[src/mipc_params.svh]
// Constants for the interrupt priority controller: offsets, bit positions, vectors.
// Assumes inclusion by bare name from the package and the bench.
`ifndef MIPC_PARAMS_SVH
`define MIPC_PARAMS_SVH

// ----------------------------------------
// Register offsets
// ----------------------------------------
`define MIPC_OFS_SYSOPT     8'h0C
`define MIPC_OFS_SERCTL2    8'h0F
`define MIPC_OFS_SERSTAT    8'h10
`define MIPC_OFS_TMRCTL     8'h12
`define MIPC_OFS_TMRSTAT    8'h13
`define MIPC_OFS_CPUSTAT    8'h14

// ----------------------------------------
// Field positions
// ----------------------------------------
`define MIPC_BIT_POL        6
`define MIPC_BIT_NEG        5
`define MIPC_BIT_ENA        4
`define MIPC_SYSOPT_RST     8'h10

// ----------------------------------------
// Vectors (high byte address)
// ----------------------------------------
`define MIPC_VEC_RESET      16'h1FFE
`define MIPC_VEC_TRAP       16'h1FFC
`define MIPC_VEC_EXT        16'h1FFA
`define MIPC_VEC_CAPT       16'h1FF8
`define MIPC_VEC_CMP        16'h1FF6
`define MIPC_VEC_OVF        16'h1FF4
`define MIPC_VEC_SER        16'h1FF2

`endif

[src/mipc_pkg.sv]
// Types for the interrupt priority controller.
// Assumes mipc_params.svh is on the include path.
package mipc_pkg;
    `include "mipc_params.svh"

    // ----------------------------------------
    // Interrupt sources, highest first
    // ----------------------------------------
    typedef enum logic [2:0] {
        MIPC_SRC_NONE,
        MIPC_SRC_RESET,
        MIPC_SRC_TRAP,
        MIPC_SRC_EXT,
        MIPC_SRC_CAPT,
        MIPC_SRC_CMP,
        MIPC_SRC_OVF,
        MIPC_SRC_SER
    } mipc_src_t;

    // ----------------------------------------
    // Sleep state
    // ----------------------------------------
    typedef enum logic [1:0] {
        MIPC_RUN,
        MIPC_WAIT,
        MIPC_STOP
    } mipc_sleep_t;

    // ----------------------------------------
    // Grant to the core sequencer
    // ----------------------------------------
    typedef struct packed {
        logic        valid;
        mipc_src_t   src;
        logic [15:0] vec;
    } mipc_grant_t;
endpackage

[src/mipc_ctrl.sv]
// Interrupt arbitration, external pin front end and sleep wake-up control.
// Assumes a core sequencer that flags instruction boundaries and a register port.
//
// What this block does
// - Software trap is taken regardless of the mask bit.
// - Trap follows hardware requests pending at its fetch, precedes later ones.
// - Trap vectors through 0x1FFC and 0x1FFD.
// - Priority: reset, trap, pin, captures, compares, overflow, serial at 0x1FF2.
// - Mask bit set holds off all maskable sources; clearing it releases them.
// - Pin request needs mask clear, enable set, activity matching sensitivity.
// - Pin service sets mask, vectors through 0x1FFA.
// - Pin enable, polarity, negative bits at 0x000C bits 4, 6, 5.
// - Sensitivity: 00 fall plus low, 01 fall, 10 rise, 11 both.
// - Sensitivity bits written only with mask set; cleared by reset.
// - Pin enable written only with mask set; set by reset.
// - Option writes with mask clear leave the bits unchanged.
// - Changing the pin sensitivity discards a pending pin request.
// - Edge seen while disabled stays latched until enabled.
// - Edge latch cleared early in service; low level never latched.
// - Five timer flags in upper bits of 0x0013, request when set and enabled.
// - Captures vector 0x1FF8, compares 0x1FF6, overflow 0x1FF4.
// - Three timer enables at 0x0012 gate capture, compare, overflow.
// - Serial flags upper bits of 0x0010, four enables at 0x000F.
// - Reset vectors through 0x1FFE/0x1FFF and sets the mask bit.
// - Stop waits for pin or reset; wait wakes on pin, timer, serial.
// - Requests other than reset wait for the instruction boundary.
//
// Our own choice: strobed register access.
module mipc_ctrl (
    // Clock and reset
    input  wire logic                 clk,
    input  wire logic                 srst,
    // Register port
    input  wire logic [7:0]           reg_addr,
    input  wire logic [7:0]           reg_wdata,
    input  wire logic                 reg_wr,
    input  wire logic                 reg_rd,
    output logic [7:0]                reg_rdata,
    // Core sequencer
    input  wire logic                 insn_done,
    input  wire logic                 trap_fetch,
    input  wire logic                 mask_set,
    input  wire logic                 mask_clr,
    input  wire logic                 stop_req,
    input  wire logic                 wait_req,
    output mipc_pkg::mipc_grant_t     grant,
    output logic                      mask_q,
    output logic                      osc_run,
    output logic                      cpu_clk_run,
    // Sources
    input  wire logic                 ext_pin,
    input  wire logic [4:0]           tmr_flags,
    input  wire logic [4:0]           ser_flags
);

    // ----------------------------------------
    // Pin synchroniser and edges
    // ----------------------------------------
    logic        pin_s1_q;
    logic        pin_s2_q;
    logic        pin_old_q;
    logic        ext_polarity_sel_q;
    logic        ext_negative_sel_q;
    logic        ext_int_enable_q;
    logic        ext_latch_q;
    logic [2:0]  timer_control_enables_q;
    logic [3:0]  serial_control_two_q;
    logic        trap_pend_q;
    logic        trap_hw_q;
    logic        reset_pend_q;
    mipc_pkg::mipc_sleep_t sleep_q;
    mipc_pkg::mipc_grant_t grant_d;

    always_ff @(posedge clk) begin
        if (srst) begin
            pin_s1_q  <= 1'b1;
            pin_s2_q  <= 1'b1;
            pin_old_q <= 1'b1;
        end else begin
            pin_s1_q  <= ext_pin;
            pin_s2_q  <= pin_s1_q;
            pin_old_q <= pin_s2_q;
        end
    end

    wire fall_edge = pin_old_q & ~pin_s2_q;
    wire rise_edge = ~pin_old_q & pin_s2_q;
    wire edge_hit  = (ext_polarity_sel_q ? rise_edge : fall_edge)
                   | (ext_polarity_sel_q & ext_negative_sel_q & fall_edge);
    wire level_hit = ~ext_polarity_sel_q & ~ext_negative_sel_q & ~pin_s2_q;

    // ----------------------------------------
    // Register decode
    // ----------------------------------------
    wire wr_sysopt  = reg_wr && reg_addr == `MIPC_OFS_SYSOPT;
    wire wr_serctl  = reg_wr && reg_addr == `MIPC_OFS_SERCTL2;
    wire wr_tmrctl  = reg_wr && reg_addr == `MIPC_OFS_TMRCTL;
    wire opt_write  = wr_sysopt && mask_q;
    wire opt_change = opt_write
                   && ({reg_wdata[`MIPC_BIT_POL], reg_wdata[`MIPC_BIT_NEG]}
                       != {ext_polarity_sel_q, ext_negative_sel_q});
    wire [7:0] sysopt_rd = {1'b0, ext_polarity_sel_q, ext_negative_sel_q, ext_int_enable_q, 4'h0};
    wire [7:0] rdata_d =
        reg_addr == `MIPC_OFS_SYSOPT  ? sysopt_rd :
        reg_addr == `MIPC_OFS_SERCTL2 ? {serial_control_two_q, 4'h0} :
        reg_addr == `MIPC_OFS_SERSTAT ? {ser_flags, 3'h0} :
        reg_addr == `MIPC_OFS_TMRCTL  ? {timer_control_enables_q, 5'h00} :
        reg_addr == `MIPC_OFS_TMRSTAT ? {tmr_flags, 3'h0} :
        reg_addr == `MIPC_OFS_CPUSTAT ? {4'h0, ext_latch_q, trap_pend_q, 1'b0, mask_q} :
        8'h00;

    always_ff @(posedge clk) begin
        if (srst) begin
            reg_rdata               <= 8'h00;
            ext_polarity_sel_q      <= 1'b0;
            ext_negative_sel_q      <= 1'b0;
            ext_int_enable_q        <= 1'b1;
            timer_control_enables_q <= 3'h0;
            serial_control_two_q    <= 4'h0;
        end else begin
            reg_rdata <= reg_rd ? rdata_d : 8'h00;
            if (opt_write) begin
                ext_polarity_sel_q <= reg_wdata[`MIPC_BIT_POL];
                ext_negative_sel_q <= reg_wdata[`MIPC_BIT_NEG];
                ext_int_enable_q   <= reg_wdata[`MIPC_BIT_ENA];
            end
            if (wr_tmrctl) timer_control_enables_q <= reg_wdata[7:5];
            if (wr_serctl) serial_control_two_q <= reg_wdata[7:4];
        end
    end

    // ----------------------------------------
    // Request qualification
    // ----------------------------------------
    wire ext_req  = ext_int_enable_q & (ext_latch_q | level_hit);
    wire capt_req = timer_control_enables_q[2] & (|tmr_flags[4:3]);
    wire cmp_req  = timer_control_enables_q[1] & (|tmr_flags[2:1]);
    wire ovf_req  = timer_control_enables_q[0] & tmr_flags[0];
    wire ser_req  = (serial_control_two_q[3] & ser_flags[4])
                  | (serial_control_two_q[2] & ser_flags[3])
                  | (serial_control_two_q[1] & (ser_flags[2] | ser_flags[1]))
                  | (serial_control_two_q[0] & ser_flags[0]);
    wire any_hw   = ext_req | capt_req | cmp_req | ovf_req | ser_req;
    wire hw_live  = ~mask_q & any_hw;
    // Trap yields only to hardware already pending at its fetch
    wire hw_first = hw_live & trap_hw_q;

    always_comb begin
        grant_d = '0;
        if (reset_pend_q) begin
            grant_d = '{1'b1, mipc_pkg::MIPC_SRC_RESET, `MIPC_VEC_RESET};
        end else if (insn_done && sleep_q == mipc_pkg::MIPC_RUN) begin
            if (trap_pend_q && !hw_first)
                grant_d = '{1'b1, mipc_pkg::MIPC_SRC_TRAP, `MIPC_VEC_TRAP};
            else if (hw_live && ext_req)
                grant_d = '{1'b1, mipc_pkg::MIPC_SRC_EXT, `MIPC_VEC_EXT};
            else if (hw_live && capt_req)
                grant_d = '{1'b1, mipc_pkg::MIPC_SRC_CAPT, `MIPC_VEC_CAPT};
            else if (hw_live && cmp_req)
                grant_d = '{1'b1, mipc_pkg::MIPC_SRC_CMP, `MIPC_VEC_CMP};
            else if (hw_live && ovf_req)
                grant_d = '{1'b1, mipc_pkg::MIPC_SRC_OVF, `MIPC_VEC_OVF};
            else if (hw_live && ser_req)
                grant_d = '{1'b1, mipc_pkg::MIPC_SRC_SER, `MIPC_VEC_SER};
        end
    end

    wire took_ext  = grant_d.valid && grant_d.src == mipc_pkg::MIPC_SRC_EXT;
    wire took_trap = grant_d.valid && grant_d.src == mipc_pkg::MIPC_SRC_TRAP;
    wire wake_stop = ext_req;
    wire wake_wait = ext_req | capt_req | cmp_req | ovf_req | ser_req;

    // ----------------------------------------
    // Latches, mask and sleep
    // ----------------------------------------
    always_ff @(posedge clk) begin
        if (srst) begin
            ext_latch_q  <= 1'b0;
            trap_pend_q  <= 1'b0;
            trap_hw_q    <= 1'b0;
            reset_pend_q <= 1'b1;
            mask_q       <= 1'b1;
            sleep_q      <= mipc_pkg::MIPC_RUN;
            grant        <= '0;
            osc_run      <= 1'b1;
            cpu_clk_run  <= 1'b1;
        end else begin
            grant        <= grant_d;
            reset_pend_q <= 1'b0;
            // Edge set wins over service clear; option change discards
            if (opt_change)
                ext_latch_q <= 1'b0;
            else if (edge_hit)
                ext_latch_q <= 1'b1;
            else if (took_ext)
                ext_latch_q <= 1'b0;
            if (trap_fetch) begin
                trap_pend_q <= 1'b1;
                trap_hw_q   <= any_hw;
            end else if (took_trap) begin
                trap_pend_q <= 1'b0;
            end
            if (grant_d.valid || mask_set)
                mask_q <= 1'b1;
            else if (mask_clr)
                mask_q <= 1'b0;
            case (sleep_q)
                mipc_pkg::MIPC_RUN: begin
                    if (stop_req) begin
                        sleep_q     <= mipc_pkg::MIPC_STOP;
                        mask_q      <= 1'b0;
                        osc_run     <= 1'b0;
                        cpu_clk_run <= 1'b0;
                    end else if (wait_req) begin
                        sleep_q     <= mipc_pkg::MIPC_WAIT;
                        mask_q      <= 1'b0;
                        cpu_clk_run <= 1'b0;
                    end
                end
                mipc_pkg::MIPC_WAIT: begin
                    if (wake_wait) begin
                        sleep_q     <= mipc_pkg::MIPC_RUN;
                        cpu_clk_run <= 1'b1;
                    end
                end
                mipc_pkg::MIPC_STOP: begin
                    if (wake_stop) begin
                        sleep_q     <= mipc_pkg::MIPC_RUN;
                        osc_run     <= 1'b1;
                        cpu_clk_run <= 1'b1;
                    end
                end
                default: sleep_q <= mipc_pkg::MIPC_RUN;
            endcase
        end
    end
endmodule

[config.mk]
export PLATFORM = sky130hd
export DESIGN_NAME = mipc_ctrl
export DESIGN_NICKNAME = d
export VERILOG_FILES = /design/src/mipc_pkg.sv /design/src/mipc_ctrl.sv
export VERILOG_INCLUDE_DIRS = /design/src
export SDC_FILE = /design/constraint.sdc
export NUM_CORES = 1
export LEC_CHECK = 0
export BUFFER_PORTS_ARGS = -buffer_cell sky130_fd_sc_hd__buf_2
export CORE_MARGIN = 2
export CORE_UTILIZATION = 55
export CTS_BUF_LIST = sky130_fd_sc_hd__clkbuf_8
export DETAILED_ROUTE_END_ITERATION = 8
export GPL_ROUTABILITY_DRIVEN = 0
export PLACE_DENSITY = 0.95
export SYNTH_ARGS = -nofsm -noshare
export SYNTH_HDL_FRONTEND = slang
export SYNTH_SLANG_ARGS = --single-unit
[constraint.sdc]
create_clock -name clk -period 2.8 [get_ports clk]
set_input_delay 0.42 -clock clk [delete_from_list [all_inputs] [get_ports clk]]
set_output_delay 0.42 -clock clk [all_outputs]
set_load 0.01 [all_outputs]
==> results.cfg <==
[clock_tree]
worstSkewPairLatency_ns = 0.28
post_cts_resized = 0
cts_made_buffers = 5
cts_sinks = 35
path_clk_slew_ns = 0.07
clockBufferDepth = 2
cts-root-buf = clkbuf_8
cts_hold_buf = 0
htree_levels = 2
post-cts-setup-buffers = 0
cts_tree = built

[layout]
drive_gt1_share_pct = 29.1
fin_cells = 311
fin_area_um2 = 2180
final_nets = 305
diodes = 0
fin_util_pct = 65.4
syn2layout_area_growth_pct = 15.1

[timing]
fmax_ghz = 0.532
tns_ns = 0
setup_viol = 0
worst_clock_skew_ns = 0.00458
worst_pin_slew_ns = 0.612
maxSlewHeadroom_pct = 58.8
drv_slew = 0
rsz0062_at_grt = false
period_share_pct = 67.2
fin_crit_ns = 1.88
final-hold-violation-count = 0

[pwr]
power.density_nw_per_um2 = 491
irDropWorstVdd_v = 0.000306
p_leak_uw = 0.000966

[route]
viasPerCell = 5.72
drt_iter0_markers = 108
antenna_left = 0
wl_um = 4230
drc = 0
routedWlPerCell_um = 13.6
num_vias = 1778
drt_pass1_iterations = 5

[critical_path]
cpMaxStageDelayCell = a2111o_1
crit_required_ns = 2.97
cpPeakStageDelay_ns = 0.45
cp-start-kind = register
path_max_fanout = 7
crit_chain = nor3_1 > o21a_2 > o31ai_1 > a2111o_1 > o311a_1
critPathKind = register to register
arrival_ns = 2.05
end_kind = register

[outcome]
status = finished, final reports clean

[global_route]
grt_max_degree = 25
grt_pass1_vias = 1662
antenna_found_initial = 0
grt-busiest-layer = met2
use_met1_pct = 28.1
grt_pass1_wl_um = 7340
globalRouteTotalUtil_pct = 22.8
grt_util_met2_pct = 37.8
grt_overflow_total = 0
grtUsageMet3_pct = 4.14

[synthesis]
synth_cells = 218
synth_most_common_cell = dfxtp_1
yosys_warnings = 0
ys_seq_area_share_pct = 36.9
synthArstFlopShare_pct = 0
synth_top_area_share_pct = 36.9
synth.largest_area_cell = dfxtp_1
syn-cell-area_um2 = 1900
synth-edff-count = 0
synth_cell_types = 57
synth_area_per_cell_um2 = 8.70
synthTopCellsByCount = dfxtp_1, nand2_1, a21oi_1, buf_4, o21ai_0
synthTopCellsByArea = dfxtp_1, buf_4, a21oi_1
ys_ff_latch = 35
ys.flop_type = dfxtp_1

[floorplanning]
die_h_um = 62.7
coreArea_um2 = 3340
die_area_um2 = 3930
num_rows = 21
start_util_pct = 56.8
die_w_um = 62.7
boundaryPins = 68

[place]
post_dp_cell_area_um2 = 2100
dp.cells = 303
hpwl_um = 3200
place.port_buffers = 58

[run]
maxCapViolCount = 0

[min_path]
holdCritPathClass = primary input to register
placed cells by master (no fill, tap or decap), drive strengths merged, types with 3 or more instances in the layout:
master,n
clkbuf,5
a31oi,4
inv,11
conb,5
and2,3
buf,58
nor3,3
a21oi,18
nand2,21
a211oi,3
ha,4
and3,3
nor2,11
dfxtp,35
a22o,4
o21ai,13
nand3,11
mux2,4
a22oi,3
mux2i,6
or2,3
critical path, delay by kind of cell (launching register included):
kind             cells  cell delay [ns]
AO/OA/AOI/OAI        4             1.13
flip-flops           1             0.37
AND/OR/NAND/NOR      1             0.27
per-stage QoR:
stage	power, uW	hold WS (ns)	setup WS [ns]
finish	1070	0.313	0.919
global route	1130	0.318	0.792
CTS	1080	0.307	0.920
detailed placement	745	0.400	0.710
global placement	738	0.391	0.742
floorplan	688	0.389	0.901
per-layer routing:
layer | up-vias | wire, um
met5 | - | 0
met4 | 0 | 177
met3 | 17 | 297
met2 | 91 | 2010
met1 | 807 | 1740
li1 | 863 | -
state kept, by name, summed over array words and instances (netlist names):
register / cells
cpu_clk_run: 1
serial_control_two_q: 4
grant: 6
pin_s2_q: 1
pin_s1_q: 1
ext_polarity_sel_q: 1
ext_latch_q: 1
osc_run: 1
trap_pend_q: 1
mask_q: 1
timer_control_enables_q: 3
pin_old_q: 1
sleep_q: 2
reset_pend_q: 1
trap_hw_q: 1
ext_negative_sel_q: 1
ext_int_enable_q: 1
reg_rdata: 7
logic make-up after synthesis:
family / share of synthesized area, %
flops: 36.9
compound gates: 21.9
other cells: 0.198
xor+xnor: 0.924
buf+inv: 10.1
mux: 5.54
simple gates: 21.8
fa+ha+maj: 2.64
layout make-up:
cell class / count / area [um^2]
repair buffers: 58 / 290
clock buffers: 5 / 68.8
well taps: 46 / 57.6
flip-flops and latches: 35 / 701
clock inverters: 3 / 12.5
multi-input cells: 155 / 1020
inverters: 9 / 33.8
fillers: 286 / 1150
path summary, 6_finish.rpt:
path              depth (start not counted)               start           to  slack [ns]
hold reg to reg                           1            pin_s1_q     pin_s2_q        0.41
setup / recovery                          5  ext_polarity_sel_q  ext_latch_q        0.92
setup reg to reg                          5  ext_polarity_sel_q  ext_latch_q        0.92
hold / removal                            2             ext_pin     pin_s1_q        0.31
power by group:
part           total [uW]  internal (uW)  switching, uW
clock                 333            167            166
sequential            543            521           21.8
combinational         196           83.6            113
No activity file was read; power rests on OpenSTA's default activity.
